--- src/rtl/dif_pkg.sv ---
/*
 * Package of the on-board digital I/O block: register map, field layouts,
 * reset values, delay encodings, timing figures and the packed carriers.
 * Assumes a single 20 MHz clock and a plain strobe-style register port.
 */
package dif_pkg;
    localparam int ADDR_W = 8;
    localparam int DATA_W = 8;
    localparam int NUM_IN = 16;
    localparam int NUM_OUT = 12;
    localparam int GRP_SIZE = 4;
    localparam int NUM_GRP = NUM_IN / GRP_SIZE;
    localparam int CNT_W = 19;

    // Register offsets; the two image bytes read inputs and write outputs.
    localparam logic [ADDR_W-1:0] ADR_IMG_LO = 8'h88;
    localparam logic [ADDR_W-1:0] ADR_IMG_HI = 8'h89;
    localparam logic [ADDR_W-1:0] ADR_RISE_LO = 8'h90;
    localparam logic [ADDR_W-1:0] ADR_RISE_HI = 8'h91;
    localparam logic [ADDR_W-1:0] ADR_FALL_LO = 8'h92;
    localparam logic [ADDR_W-1:0] ADR_FALL_HI = 8'h93;
    localparam logic [ADDR_W-1:0] ADR_DELAY = 8'h94;
    localparam logic [ADDR_W-1:0] ADR_ESTAT_LO = 8'h98;
    localparam logic [ADDR_W-1:0] ADR_ESTAT_HI = 8'h99;
    localparam logic [ADDR_W-1:0] ADR_LSTAT_LO = 8'h9A;
    localparam logic [ADDR_W-1:0] ADR_LSTAT_HI = 8'h9B;
    localparam logic [ADDR_W-1:0] ADR_EMASK_LO = 8'h9C;
    localparam logic [ADDR_W-1:0] ADR_EMASK_HI = 8'h9D;
    localparam logic [ADDR_W-1:0] ADR_LMASK_LO = 8'h9E;
    localparam logic [ADDR_W-1:0] ADR_LMASK_HI = 8'h9F;
    localparam logic [ADDR_W-1:0] ADR_SUPPLY = 8'hA0;
    localparam logic [ADDR_W-1:0] ADR_OUT_LO = 8'hA2;
    localparam logic [ADDR_W-1:0] ADR_OUT_HI = 8'hA3;

    // Only four output lines live in the second output byte.
    localparam logic [DATA_W-1:0] OUT_HI_MASK = 8'h0F;
    localparam logic [DATA_W-1:0] DATA_ZERO = 8'h00;
    localparam logic [NUM_IN-1:0] BITS_ZERO = 16'h0000;

    // Inputs rated for the fast input frequency.
    localparam logic [NUM_IN-1:0] FAST_MASK = 16'h8ED8;

    // Delay selection codes, two bits per group.
    localparam logic [1:0] DLY_0P1 = 2'h0;
    localparam logic [1:0] DLY_0P5 = 2'h1;
    localparam logic [1:0] DLY_3 = 2'h2;
    localparam logic [1:0] DLY_15 = 2'h3;
    localparam logic [2*NUM_GRP-1:0] DELAY_RST = 8'hAA;

    // Delay times in nanoseconds and the clock period they are divided by.
    localparam int CLK_PERIOD_NS = 50;
    localparam int DLY_0P1_NS = 100000;
    localparam int DLY_0P5_NS = 500000;
    localparam int DLY_3_NS = 3000000;
    localparam int DLY_15_NS = 15000000;

    // Register port request from the controller core.
    typedef struct packed {
        logic [ADDR_W-1:0] addr;
        logic [DATA_W-1:0] wdata;
        logic wr;
        logic rd;
    } dif_bus_req_t;

    // Supply presence and fault sense levels.
    typedef struct packed {
        logic electronics_ok;
        logic outputs_ok;
        logic expansion_bus_ok;
        logic inputs_ok;
        logic sensor_supply_fault;
        logic output_overload;
    } dif_supply_t;

    // All status lamps of the block.
    typedef struct packed {
        logic [NUM_IN-1:0] input_lamp;
        logic electronics_supply_lamp;
        logic output_supply_lamp;
        logic expansion_bus_supply_lamp;
        logic input_supply_lamp;
        logic sensor_supply_fault_lamp;
        logic output_overload_fault_lamp;
    } dif_lamps_t;
endpackage

--- src/rtl/dif_input_filter.sv ---
/*
 * One input delay filter: the output level follows the raw input only after
 * the raw level has differed from it for a programmed number of cycles.
 * Assumes the raw input is already synchronous to clock_i.
 */
`timescale 1ns/1ns
module dif_input_filter #(
    parameter int CW = 19
) (
    input wire logic clock_i, // System clock.
    input wire logic reset_n_i, // Asynchronous active-low reset.
    input wire logic raw_i, // Raw input level.
    input wire logic [CW-1:0] limit_i, // Cycles the new level must stand.
    output logic level_o // Filtered level.
);
    logic [CW-1:0] count_reg;
    logic level_reg;

    // Any return to the old level restarts the count, so short pulses vanish.
    always_ff @(posedge clock_i or negedge reset_n_i) begin
        if (!reset_n_i) begin
            count_reg <= '0;
            level_reg <= 1'b0;
        end else if (raw_i == level_reg) begin
            count_reg <= '0;
        end else if (count_reg >= limit_i - CW'(1)) begin
            count_reg <= '0;
            level_reg <= raw_i;
        end else begin
            count_reg <= count_reg + CW'(1);
        end
    end

    assign level_o = level_reg;
endmodule // dif_input_filter

--- src/rtl/dif_onboard_io.sv ---
/*
 * On-board digital I/O block: sixteen filtered inputs with edge interrupts,
 * interrupt-lost diagnostics, twelve outputs and the status lamps.
 * Assumes field inputs and supply sense levels are synchronous to clock_i.
 */
// Decided for this implementation: the address-and-strobe port.
`timescale 1ns/1ns
module dif_onboard_io #(
    parameter int unsigned CNT_0P1 = dif_pkg::DLY_0P1_NS / dif_pkg::CLK_PERIOD_NS,
    parameter int unsigned CNT_0P5 = dif_pkg::DLY_0P5_NS / dif_pkg::CLK_PERIOD_NS,
    parameter int unsigned CNT_3 = dif_pkg::DLY_3_NS / dif_pkg::CLK_PERIOD_NS,
    parameter int unsigned CNT_15 = dif_pkg::DLY_15_NS / dif_pkg::CLK_PERIOD_NS
) (
    input wire logic clock_i, // 20 MHz system clock.
    input wire logic reset_n_i, // Asynchronous active-low reset.
    input wire dif_pkg::dif_bus_req_t bus_i, // Register port request.
    output logic [dif_pkg::DATA_W-1:0] rdata_o, // Read data, cycle after read.
    input wire logic [dif_pkg::NUM_IN-1:0] field_input_line_i, // Field inputs.
    output logic [dif_pkg::NUM_OUT-1:0] field_output_o, // Field outputs.
    input wire dif_pkg::dif_supply_t supply_i, // Supply and fault sense.
    output dif_pkg::dif_lamps_t lamps_o, // Status lamps.
    output logic irq_o, // Edge interrupt, level.
    output logic diag_irq_o // Interrupt-lost diagnostic, level.
);
    import dif_pkg::*;

    logic [NUM_IN-1:0] filt;
    logic [NUM_IN-1:0] filt_d_reg;
    logic [CNT_W-1:0] limit [NUM_IN];
    logic [NUM_IN-1:0] rise_en_reg;
    logic [NUM_IN-1:0] fall_en_reg;
    logic [2*NUM_GRP-1:0] delay_reg;
    logic [NUM_IN-1:0] estat_reg;
    logic [NUM_IN-1:0] estat_next;
    logic [NUM_IN-1:0] lstat_reg;
    logic [NUM_IN-1:0] lstat_next;
    logic [NUM_IN-1:0] emask_reg;
    logic [NUM_IN-1:0] lmask_reg;
    logic [NUM_OUT-1:0] out_reg;
    logic [DATA_W-1:0] rdata_reg;
    logic [NUM_IN-1:0] rise;
    logic [NUM_IN-1:0] fall;
    logic [NUM_IN-1:0] event_hit;
    logic [NUM_IN-1:0] eclr;
    logic [NUM_IN-1:0] lclr;
    dif_lamps_t lamps_reg;

    // Per input: pick the group delay, demote 0.1ms on slow lines, then filter.
    for (genvar g = 0; g < NUM_IN; g++) begin : g_ch
        logic [1:0] sel;
        assign sel = delay_reg[2*(g/GRP_SIZE) +: 2];
        always_comb begin
            case (sel)
                DLY_0P1: limit[g] = FAST_MASK[g] ? CNT_W'(CNT_0P1) : CNT_W'(CNT_0P5);
                DLY_0P5: limit[g] = CNT_W'(CNT_0P5);
                DLY_3: limit[g] = CNT_W'(CNT_3);
                default: limit[g] = CNT_W'(CNT_15);
            endcase
        end
        dif_input_filter #(.CW(CNT_W)) u_filter (
            .clock_i(clock_i),
            .reset_n_i(reset_n_i),
            .raw_i(field_input_line_i[g]),
            .limit_i(limit[g]),
            .level_o(filt[g])
        );
    end

    // Previous filtered level, for edge detection.
    always_ff @(posedge clock_i or negedge reset_n_i) begin
        if (!reset_n_i) begin
            filt_d_reg <= BITS_ZERO;
        end else begin
            filt_d_reg <= filt;
        end
    end

    // Edges are taken from the filtered level so that bounce never interrupts.
    assign rise = filt & ~filt_d_reg;
    assign fall = ~filt & filt_d_reg;
    assign event_hit = (rise & rise_en_reg) | (fall & fall_en_reg);

    // Write-one-to-clear strobes for the two sticky status words.
    always_comb begin
        eclr = BITS_ZERO;
        lclr = BITS_ZERO;
        if (bus_i.wr) begin
            if (bus_i.addr == ADR_ESTAT_LO) begin
                eclr[7:0] = bus_i.wdata;
            end else if (bus_i.addr == ADR_ESTAT_HI) begin
                eclr[15:8] = bus_i.wdata;
            end else if (bus_i.addr == ADR_LSTAT_LO) begin
                lclr[7:0] = bus_i.wdata;
            end else if (bus_i.addr == ADR_LSTAT_HI) begin
                lclr[15:8] = bus_i.wdata;
            end
        end
    end

    // A new event wins over a clear in the same cycle, so none is dropped.
    always_comb begin
        estat_next = (estat_reg & ~eclr) | event_hit;
        lstat_next = (lstat_reg & ~lclr) | (event_hit & estat_reg & ~eclr);
    end

    // Sticky edge and lost status.
    always_ff @(posedge clock_i or negedge reset_n_i) begin
        if (!reset_n_i) begin
            estat_reg <= BITS_ZERO;
            lstat_reg <= BITS_ZERO;
        end else begin
            estat_reg <= estat_next;
            lstat_reg <= lstat_next;
        end
    end

    // Edge enables start cleared, so nothing interrupts until software selects.
    always_ff @(posedge clock_i or negedge reset_n_i) begin
        if (!reset_n_i) begin
            rise_en_reg <= BITS_ZERO;
            fall_en_reg <= BITS_ZERO;
        end else if (bus_i.wr) begin
            if (bus_i.addr == ADR_RISE_LO) begin
                rise_en_reg[7:0] <= bus_i.wdata;
            end else if (bus_i.addr == ADR_RISE_HI) begin
                rise_en_reg[15:8] <= bus_i.wdata;
            end else if (bus_i.addr == ADR_FALL_LO) begin
                fall_en_reg[7:0] <= bus_i.wdata;
            end else if (bus_i.addr == ADR_FALL_HI) begin
                fall_en_reg[15:8] <= bus_i.wdata;
            end
        end
    end

    // Interrupt masks and the group delay setting.
    always_ff @(posedge clock_i or negedge reset_n_i) begin
        if (!reset_n_i) begin
            emask_reg <= BITS_ZERO;
            lmask_reg <= BITS_ZERO;
            delay_reg <= DELAY_RST;
        end else if (bus_i.wr) begin
            if (bus_i.addr == ADR_EMASK_LO) begin
                emask_reg[7:0] <= bus_i.wdata;
            end else if (bus_i.addr == ADR_EMASK_HI) begin
                emask_reg[15:8] <= bus_i.wdata;
            end else if (bus_i.addr == ADR_LMASK_LO) begin
                lmask_reg[7:0] <= bus_i.wdata;
            end else if (bus_i.addr == ADR_LMASK_HI) begin
                lmask_reg[15:8] <= bus_i.wdata;
            end else if (bus_i.addr == ADR_DELAY) begin
                delay_reg <= bus_i.wdata;
            end
        end
    end

    // Output image: the image bytes and their readback aliases both write it.
    always_ff @(posedge clock_i or negedge reset_n_i) begin
        if (!reset_n_i) begin
            out_reg <= '0;
        end else if (bus_i.wr) begin
            if (bus_i.addr == ADR_IMG_LO || bus_i.addr == ADR_OUT_LO) begin
                out_reg[7:0] <= bus_i.wdata;
            end else if (bus_i.addr == ADR_IMG_HI || bus_i.addr == ADR_OUT_HI) begin
                out_reg[11:8] <= bus_i.wdata[3:0];
            end
        end
    end

    // Read data stands one cycle only; unmapped addresses read as zero.
    always_ff @(posedge clock_i or negedge reset_n_i) begin
        if (!reset_n_i) begin
            rdata_reg <= DATA_ZERO;
        end else if (!bus_i.rd) begin
            rdata_reg <= DATA_ZERO;
        end else if (bus_i.addr == ADR_IMG_LO) begin
            rdata_reg <= filt[7:0];
        end else if (bus_i.addr == ADR_IMG_HI) begin
            rdata_reg <= filt[15:8];
        end else if (bus_i.addr == ADR_RISE_LO) begin
            rdata_reg <= rise_en_reg[7:0];
        end else if (bus_i.addr == ADR_RISE_HI) begin
            rdata_reg <= rise_en_reg[15:8];
        end else if (bus_i.addr == ADR_FALL_LO) begin
            rdata_reg <= fall_en_reg[7:0];
        end else if (bus_i.addr == ADR_FALL_HI) begin
            rdata_reg <= fall_en_reg[15:8];
        end else if (bus_i.addr == ADR_DELAY) begin
            rdata_reg <= delay_reg;
        end else if (bus_i.addr == ADR_ESTAT_LO) begin
            rdata_reg <= estat_reg[7:0];
        end else if (bus_i.addr == ADR_ESTAT_HI) begin
            rdata_reg <= estat_reg[15:8];
        end else if (bus_i.addr == ADR_LSTAT_LO) begin
            rdata_reg <= lstat_reg[7:0];
        end else if (bus_i.addr == ADR_LSTAT_HI) begin
            rdata_reg <= lstat_reg[15:8];
        end else if (bus_i.addr == ADR_EMASK_LO) begin
            rdata_reg <= emask_reg[7:0];
        end else if (bus_i.addr == ADR_EMASK_HI) begin
            rdata_reg <= emask_reg[15:8];
        end else if (bus_i.addr == ADR_LMASK_LO) begin
            rdata_reg <= lmask_reg[7:0];
        end else if (bus_i.addr == ADR_LMASK_HI) begin
            rdata_reg <= lmask_reg[15:8];
        end else if (bus_i.addr == ADR_SUPPLY) begin
            rdata_reg <= {2'h0, supply_i};
        end else if (bus_i.addr == ADR_OUT_LO) begin
            rdata_reg <= out_reg[7:0];
        end else if (bus_i.addr == ADR_OUT_HI) begin
            rdata_reg <= {4'h0, out_reg[11:8]} & OUT_HI_MASK;
        end else begin
            rdata_reg <= DATA_ZERO;
        end
    end

    // Lamps are registered so that they glitch neither on supply nor input noise.
    always_ff @(posedge clock_i or negedge reset_n_i) begin
        if (!reset_n_i) begin
            lamps_reg <= '0;
        end else begin
            lamps_reg.input_lamp <= filt;
            lamps_reg.electronics_supply_lamp <= supply_i.electronics_ok;
            lamps_reg.output_supply_lamp <= supply_i.outputs_ok;
            lamps_reg.expansion_bus_supply_lamp <= supply_i.expansion_bus_ok;
            lamps_reg.input_supply_lamp <= supply_i.inputs_ok;
            lamps_reg.sensor_supply_fault_lamp <= supply_i.sensor_supply_fault;
            lamps_reg.output_overload_fault_lamp <= supply_i.output_overload;
        end
    end

    // Outputs; the diagnostic line listens to the lost flags alone.
    assign rdata_o = rdata_reg;
    assign field_output_o = out_reg;
    assign lamps_o = lamps_reg;
    assign irq_o = |(estat_reg & emask_reg);
    assign diag_irq_o = |(lstat_reg & lmask_reg);
endmodule // dif_onboard_io

--- config.mk ---
export PLATFORM = sky130hd
export DESIGN_NAME = dif_onboard_io
export DESIGN_NICKNAME = d
export VERILOG_FILES = /design/src/rtl/dif_pkg.sv /design/src/rtl/dif_input_filter.sv /design/src/rtl/dif_onboard_io.sv
export SDC_FILE = /design/constraint.sdc
export NUM_CORES = 1
export LEC_CHECK = 0
export BUFFER_PORTS_ARGS = -buffer_cell sky130_fd_sc_hd__buf_2
export CAP_MARGIN = 0
export CORE_AREA = 2 2 199 280
export DETAILED_ROUTE_END_ITERATION = 10
export DIE_AREA = 0 0 201 282
export GPL_ROUTABILITY_DRIVEN = 0
export PLACE_DENSITY = 0.66
export SYNTH_ARGS = -nofsm -noshare
export SYNTH_HDL_FRONTEND = slang
export SYNTH_SLANG_ARGS = --single-unit
--- constraint.sdc ---
create_clock -name clock_i -period 7.4 [get_ports clock_i]
set_input_delay 0.37 -clock clock_i [delete_from_list [all_inputs] [get_ports clock_i]]
set_output_delay 0.37 -clock clock_i [all_outputs]
set_load 0.02 [all_outputs]
Word level (Yosys, flattened, before mapping)
Cells that the tools add are included.
{ "op_classes": {"reduce_logical": 39, "bitwise": 41, "n_lt_le_gt_ge": 16, "n_addsub": 24, "eq_ne": 42, "muxes": 69} }
{ "ops": {"columns": ["operator", "count"], "rows": [
  ["two-way mux 19 bit", 32],
  ["adder 19 x 1 -> 19 bit (second input constant)", 16],
  ["greater-or-equal comparator 19 bit", 16],
  ["one-hot mux 19 bit (3 select lines)", 4],
  ["two-way mux 8 bit", 24],
  ["bitwise AND 16 bit", 10],
  ["one-hot mux 19 bit (2 select lines)", 4],
  ["subtractor 19 x 1 -> 19 bit (second input constant)", 8],
  ["== test 8 bit (second input constant)", 18],
  ["two-way mux 16 bit", 4],
  ["NOT 16 bit", 4],
  ["OR 16 bit", 3],
  ["AND reduction 2 bit", 19],
  ["OR reduction 16 bit", 2],
  ["NOT 1 bit", 24],
  ["== test 1 bit", 16],
  ["AND reduction 5 bit", 2],
  ["AND reduction 3 bit", 3],
  ["== test 2 x 1 -> 1 bit (second input constant)", 4],
  ["== test 2 bit (second input constant)", 4],
  ["zero test 2 bit", 4],
  ["AND reduction 4 bit", 2],
  ["OR reduction 2 bit", 4],
  ["AND reduction 6 bit", 1],
  ["2 further kinds", 3]
]} }
{ "word_totals": {"word_cells": 284, "ff_bits": 466, "inputBits": 42} }

Depth between registers and ports, before layout
{ "depth": {"depth_word": 20, "ltp_mapped": 15} }

Modules after synthesis
From an unflattened synthesis, not the netlist that was laid out.
{ "hier_totals": {"hier_cells": 3879, "hier_area_um2": 35337.6} }
{ "modules_own_cells": {"columns": ["mod", "area_each_um2", "cells_each", "instances"], "rows": [
  ["dif_input_filter", 1706.6, 195, 16],
  ["dif_onboard_io", 8031.5, 759, 1]
]} }

Worst setup path after synthesis
OpenSTA, ideal clock, no wires.
{ "synth_timing": {"path_kind": "register to register", "start": "reg delay_reg[7]", "end": "reg g_ch[12].u_filter.count_reg[10]", "path_slack_ns": 4.061, "path_stages_with_launch": 16, "n_path_buf": 2, "arrival_ns": 3.217, "path_cell_list": "dfstp_2 inv_1 ha_1 o21ai_0 inv_1 ha_1 inv_1 ha_1 nand4_1 o21a_1 o221ai_1 a21o_1 a211o_1 clkbuf_1 buf_2 nor2_1"} }
{ "synth_between": {"elab_chain_cells": 7} }
{ "synth_lines": {"columns": ["item", "line", "text"], "rows": [
  ["start, declared", "dif_onboard_io.sv:32", "logic [2*NUM_GRP-1:0] delay_reg;"],
  ["start signal, assigned", "dif_onboard_io.sv:151", "delay_reg <= bus_i.wdata;"],
  ["== test 2 x 1 -> 1 bit or zero test 2 bit (tied branches)", "dif_onboard_io.sv:53", "case (sel)"],
  ["OR reduction 2 bit (no source line)", null, null],
  ["one-hot mux 19 bit (2 select lines) *", "dif_onboard_io.sv:53", null],
  ["subtractor 19 x 1 -> 19 bit *", "dif_input_filter.sv:26", "end else if (count_reg >= limit_i - CW'(1)) begin"],
  ["greater-or-equal comparator 19 bit *", "dif_input_filter.sv:26", null],
  ["two-way mux 19 bit *", "dif_input_filter.sv:26", null],
  ["two-way mux 19 bit *", "dif_input_filter.sv:24", "end else if (raw_i == level_reg) begin"],
  ["end signal, assigned", "dif_input_filter.sv:30", "count_reg <= count_reg + CW'(1);"],
  ["end, declared", "dif_input_filter.sv:16", "logic [CW-1:0] count_reg;"]
]} }
Every way passes the cells marked *; elsewhere a longest branch is shown, timed or not.
A chain may end at the register's enable or synchronous reset.

Final worst setup path
{ "layout_timing": {"start": "reg delay_reg[7]", "end": "reg g_ch[14].u_filter.count_reg[3]"} }
{ "layout_between": {"elab_chain_cells": 7} }
{ "layout_lines": {"columns": ["item", "line"], "rows": [
  ["== test 2 x 1 -> 1 bit or zero test 2 bit (tied branches)", "dif_onboard_io.sv:53"],
  ["OR reduction 2 bit (no source line)", null],
  ["one-hot mux 19 bit (2 select lines) *", "dif_onboard_io.sv:53"],
  ["subtractor 19 x 1 -> 19 bit *", "dif_input_filter.sv:26"],
  ["greater-or-equal comparator 19 bit *", "dif_input_filter.sv:26"],
  ["two-way mux 19 bit *", "dif_input_filter.sv:26"],
  ["two-way mux 19 bit *", "dif_input_filter.sv:24"],
  ["end signal, assigned", "dif_input_filter.sv:30"],
  ["end, declared", "dif_input_filter.sv:16"]
]} }
Marked as above.

==> summary.md <==
| Metric | Value |
|---|---|
| Status | finished, final reports clean |
| Combinational Power Share | between 10 and 15% |
| Post-cts sizing count | 0 |
| Sequential share of the synthesized area | between 40% and 50% |
| Mapped Cells | around 2700 |
| FF/Latch Area | 0.01167 sq mm |
| Slowest stage delay, CP | approximately 0.70 ns |
| Dpl cell area | between 0.02 and 0.03 sq mm |
| Via count | about 21000 |
| Syn_area_per_cell | around 10 sq um |
| GRT Total Usage | between 20% and 30% |
| Psw | ~1700 uW |
| Max-slew violations | 0 |
| Area Overhead vs Synth | 11.01% |
| GRT overflow | 0 |
| Largest area contributor in the netlist | dfrtp_1 |
| Clk buf depth | 3 |
| Die Wd | roughly 200 microns |
| Placed Cells | between 3000 and 4000 |
| CP endpoint kind | flop |
| CP startpoint kind | flop |
| TNS Setup | 0 ns |
| H-tree depth | 2 |
| Design Power | 6197 uW |
| Int Pwr | roughly 4500 uW |
| DRT Pass-1 Iters | 6 |
| Hold Slack | 0.03649 ns |
| RSZ-0062 raised after global routing | no |
| CP delay by family, top | compound AO/OA/AOI/OAI gates |
| CTS Hold Buffers Added | 7 |
| Initial antenna violation count | 7 |
| Final clock period utilization by the worst path | about 56% |
| IO Pins | 86 |
| Die ar. | roughly 0.057 sq mm |
| Synthesis Warnings | 0 |
| Final setup fails | 0 |
| Port-buffer cells | 85 |
| Multi-input gate area | roughly 0.015 sq mm |
| Post-Route WL | roughly 68000 microns |
| Power share of the clock group | between 40% and 50% |
| Post-route ant nets | 0 |
| WS Path Type | flop to flop |
| Number of global-route vias before repair | roughly 22000 |
| Min cycle time layout | about 4.2 ns |
| Largest net degree at the start of global routing | around 180 |
| Max FFs per register | ~300 |
| Avg WL per Cell | between 15 and 20 microns |
| Initial core utilization | between 40 and 50% |
| Hpwl dp | ~50000 microns |
| Cell variety after synth | 80 |
| PD cells | roughly 210 mW/mm^2 |
| FP Rows | 101 |
| Share of cells above drive strength 1 | a little over a tenth |
| Core area | between 0.05 and 0.06 sq mm |
| Final instance area | between 0.02 and 0.03 sq mm |
| Worst-Margin Slew | between 1 and 1.5 ns |
| Most frequent cells in the layout | dfrtp_1 (462), nor2_1 (441), ha_1 (250) |
| Initial DRC count | 1126 |
| Share of async-settable or async-resettable flops after synthesis | 100.0% |
| Top FF cell, synth | dfrtp_1 |
| Num CTS Buffers | just under 50 |
| Yosys reg bits | between 400 and 500 |
| Clock Pin Slew Worst Setup and Hold Paths | roughly 0.060 ns |
| Clk sinks | ~470 |
| LEAKAGE | between 0.01 and 0.015 uW |
| Syn Std Cell Area | around 0.027 sq mm |
| Maxcap violations | 0 |
| CP bufs+invs | 3 |
| Die H | 282 microns |
| Crit path cell chain | inv_1 -> ha_1 -> o21ai_0 -> inv_1 -> ha_1 -> inv_1 -> ha_1 -> a21o_1 -> a21oi_1 -> a21oi_1 -> o32a_1 -> nand2b_1 -> nor2_1 |
| Arrival time at the worst endpoint | 4.69 ns |
| Critical Path Fanout Max | 19 |
| Max Freq | 0.2398 GHz |
| TritonCTS clock tree | done |
| CP max-delay cell | o21ai_0 |
| Min-Delay Path Class | input pin to flop |
| Slew headroom | 13.68% |
| Most common cell after layout, fill and taps aside | dfrtp_1 |
| Synth top area share | a little over two fifths |
| CP required | just under 8 ns |
| # nets final | between 3000 and 4000 |
| Final hold vios | 0 |
| Switching Fraction | 27.41% |
| Final Skew | roughly 0.026 ns |
| Filler cell count | 4809 |
| First-pass GRT wire length | approximately 110000 microns |
| CTS Root Cell | clkbuf_16 |
| Post-synth EDFFs | 0 |
| Drc violations | 0 |
| Worst skew pair latency | around 0.60 ns |
| Finished Layout Cells | between 3000 and 4000 |
| Maximum vdd drop | 0.0001845 V |
| Drt via density | 5.793 |
| Reg power frac | ~46% |
| Top post-synthesis cells by area | dfrtp_1 (43%), ha_1 (12%), nor2_1 (6.2%) |
| Post CTS Setup Buffer Count | 0 |
[cells by family (layout without fill, tap and decap cells)]
family          after synthesis  after routing  share of synthesized area, %
xor+xnor                    292            292                         9.511
buf+inv                     157            280                         2.434
other cells                   1             17                       0.01395
flops                       466            466                         43.39
mux                         115            115                         5.002
fa+ha+maj                   250            250                         11.63
compound gates              403            403                         9.712
simple gates               1059           1059                         18.31
[per-layer routing]
layer | routed length [microns] | vias up | GRT usage (%) | part of all wire (%)
li1 | - | 9857 | - | -
met5 | 85 | - | 0 | 0.12
met3 | 3731 | 220 | 4.357 | 5.5
met1 | 27210 | 10220 | 28.86 | 40
met2 | 33900 | 562 | 43.31 | 50
met4 | 3336 | 12 | 11.62 | 4.9
[worst reg2reg max path, stage by stage (launching register included)]
cell,delay (ns)
dfstp_2,0.58
inv_1,0.09
ha_1,0.20
o21ai_0,0.70
inv_1,0.27
ha_1,0.34
inv_1,0.15
ha_1,0.27
a21o_1,0.19
a21oi_1,0.13
a21oi_1,0.08
o32a_1,0.36
nand2b_1,0.47
nor2_1,0.24
[cell type report]
class / count / area share [%]
antenna: 1 / 0.008384
clock buffer: 64 / 4.540
clock inverter: 28 / 1.266
inverter: 86 / 1.082
multi-input combinational: 2135 / 49.01
sequential: 466 / 39.09
tap: 721 / 3.022
timing repair buffer: 102 / 1.987
[metrics by stage]
step                      setup WS, ns  utilization (%)
after floorplan                  4.061                -
after global placement           3.397            51.95
after detailed placement         3.227            51.95
after CTS                        3.202            55.29
after global routing             2.950            55.31
final                            3.230            55.31
[synth_stat cells (36+ instances only)]
cell	number
nand3_1	131
a21o_1	37
nand2_1	222
xor2_1	162
mux2_2	95
dfrtp_1	462
inv_1	86
nor3_1	36
nand4_1	71
and4_1	37
o21ai_0	105
a21oi_1	101
nor2_1	441
and3_1	47
ha_1	250
xnor2_1	130
[power groups by stage]
| stage | registers (uW) | clock network (uW) | logic (uW) |
|---|---|---|---|
| floorplan | 2840 | 0 | 446 |
| global placement | 2870 | 0 | 662 |
| detailed placement | 2880 | 0 | 690 |
| CTS | 2840 | 2720 | 696 |
| global route | 2860 | 2830 | 784 |
| finish | 2840 | 2660 | 690 |
[final timing paths]
path,startpoint,slack [ns],to,cells past startpoint
setup / recovery,delay_reg[7],3.23,g_ch[14].u_filter.count_reg[3],13
hold / removal,field_input_line_i[7],0.04,g_ch[7].u_filter.level_o,2
setup reg to reg,delay_reg[7],3.23,g_ch[14].u_filter.count_reg[3],13
hold reg to reg,g_ch[5].u_filter.count_reg[0],0.48,g_ch[5].u_filter.count_reg[0],1
max in group asynchronous,reset_n_i,5.61,g_ch[0].u_filter.count_reg[0],3
min in group asynchronous,reset_n_i,0.34,g_ch[10].u_filter.count_reg[0],2
Power figures use the tool's default switching activity.
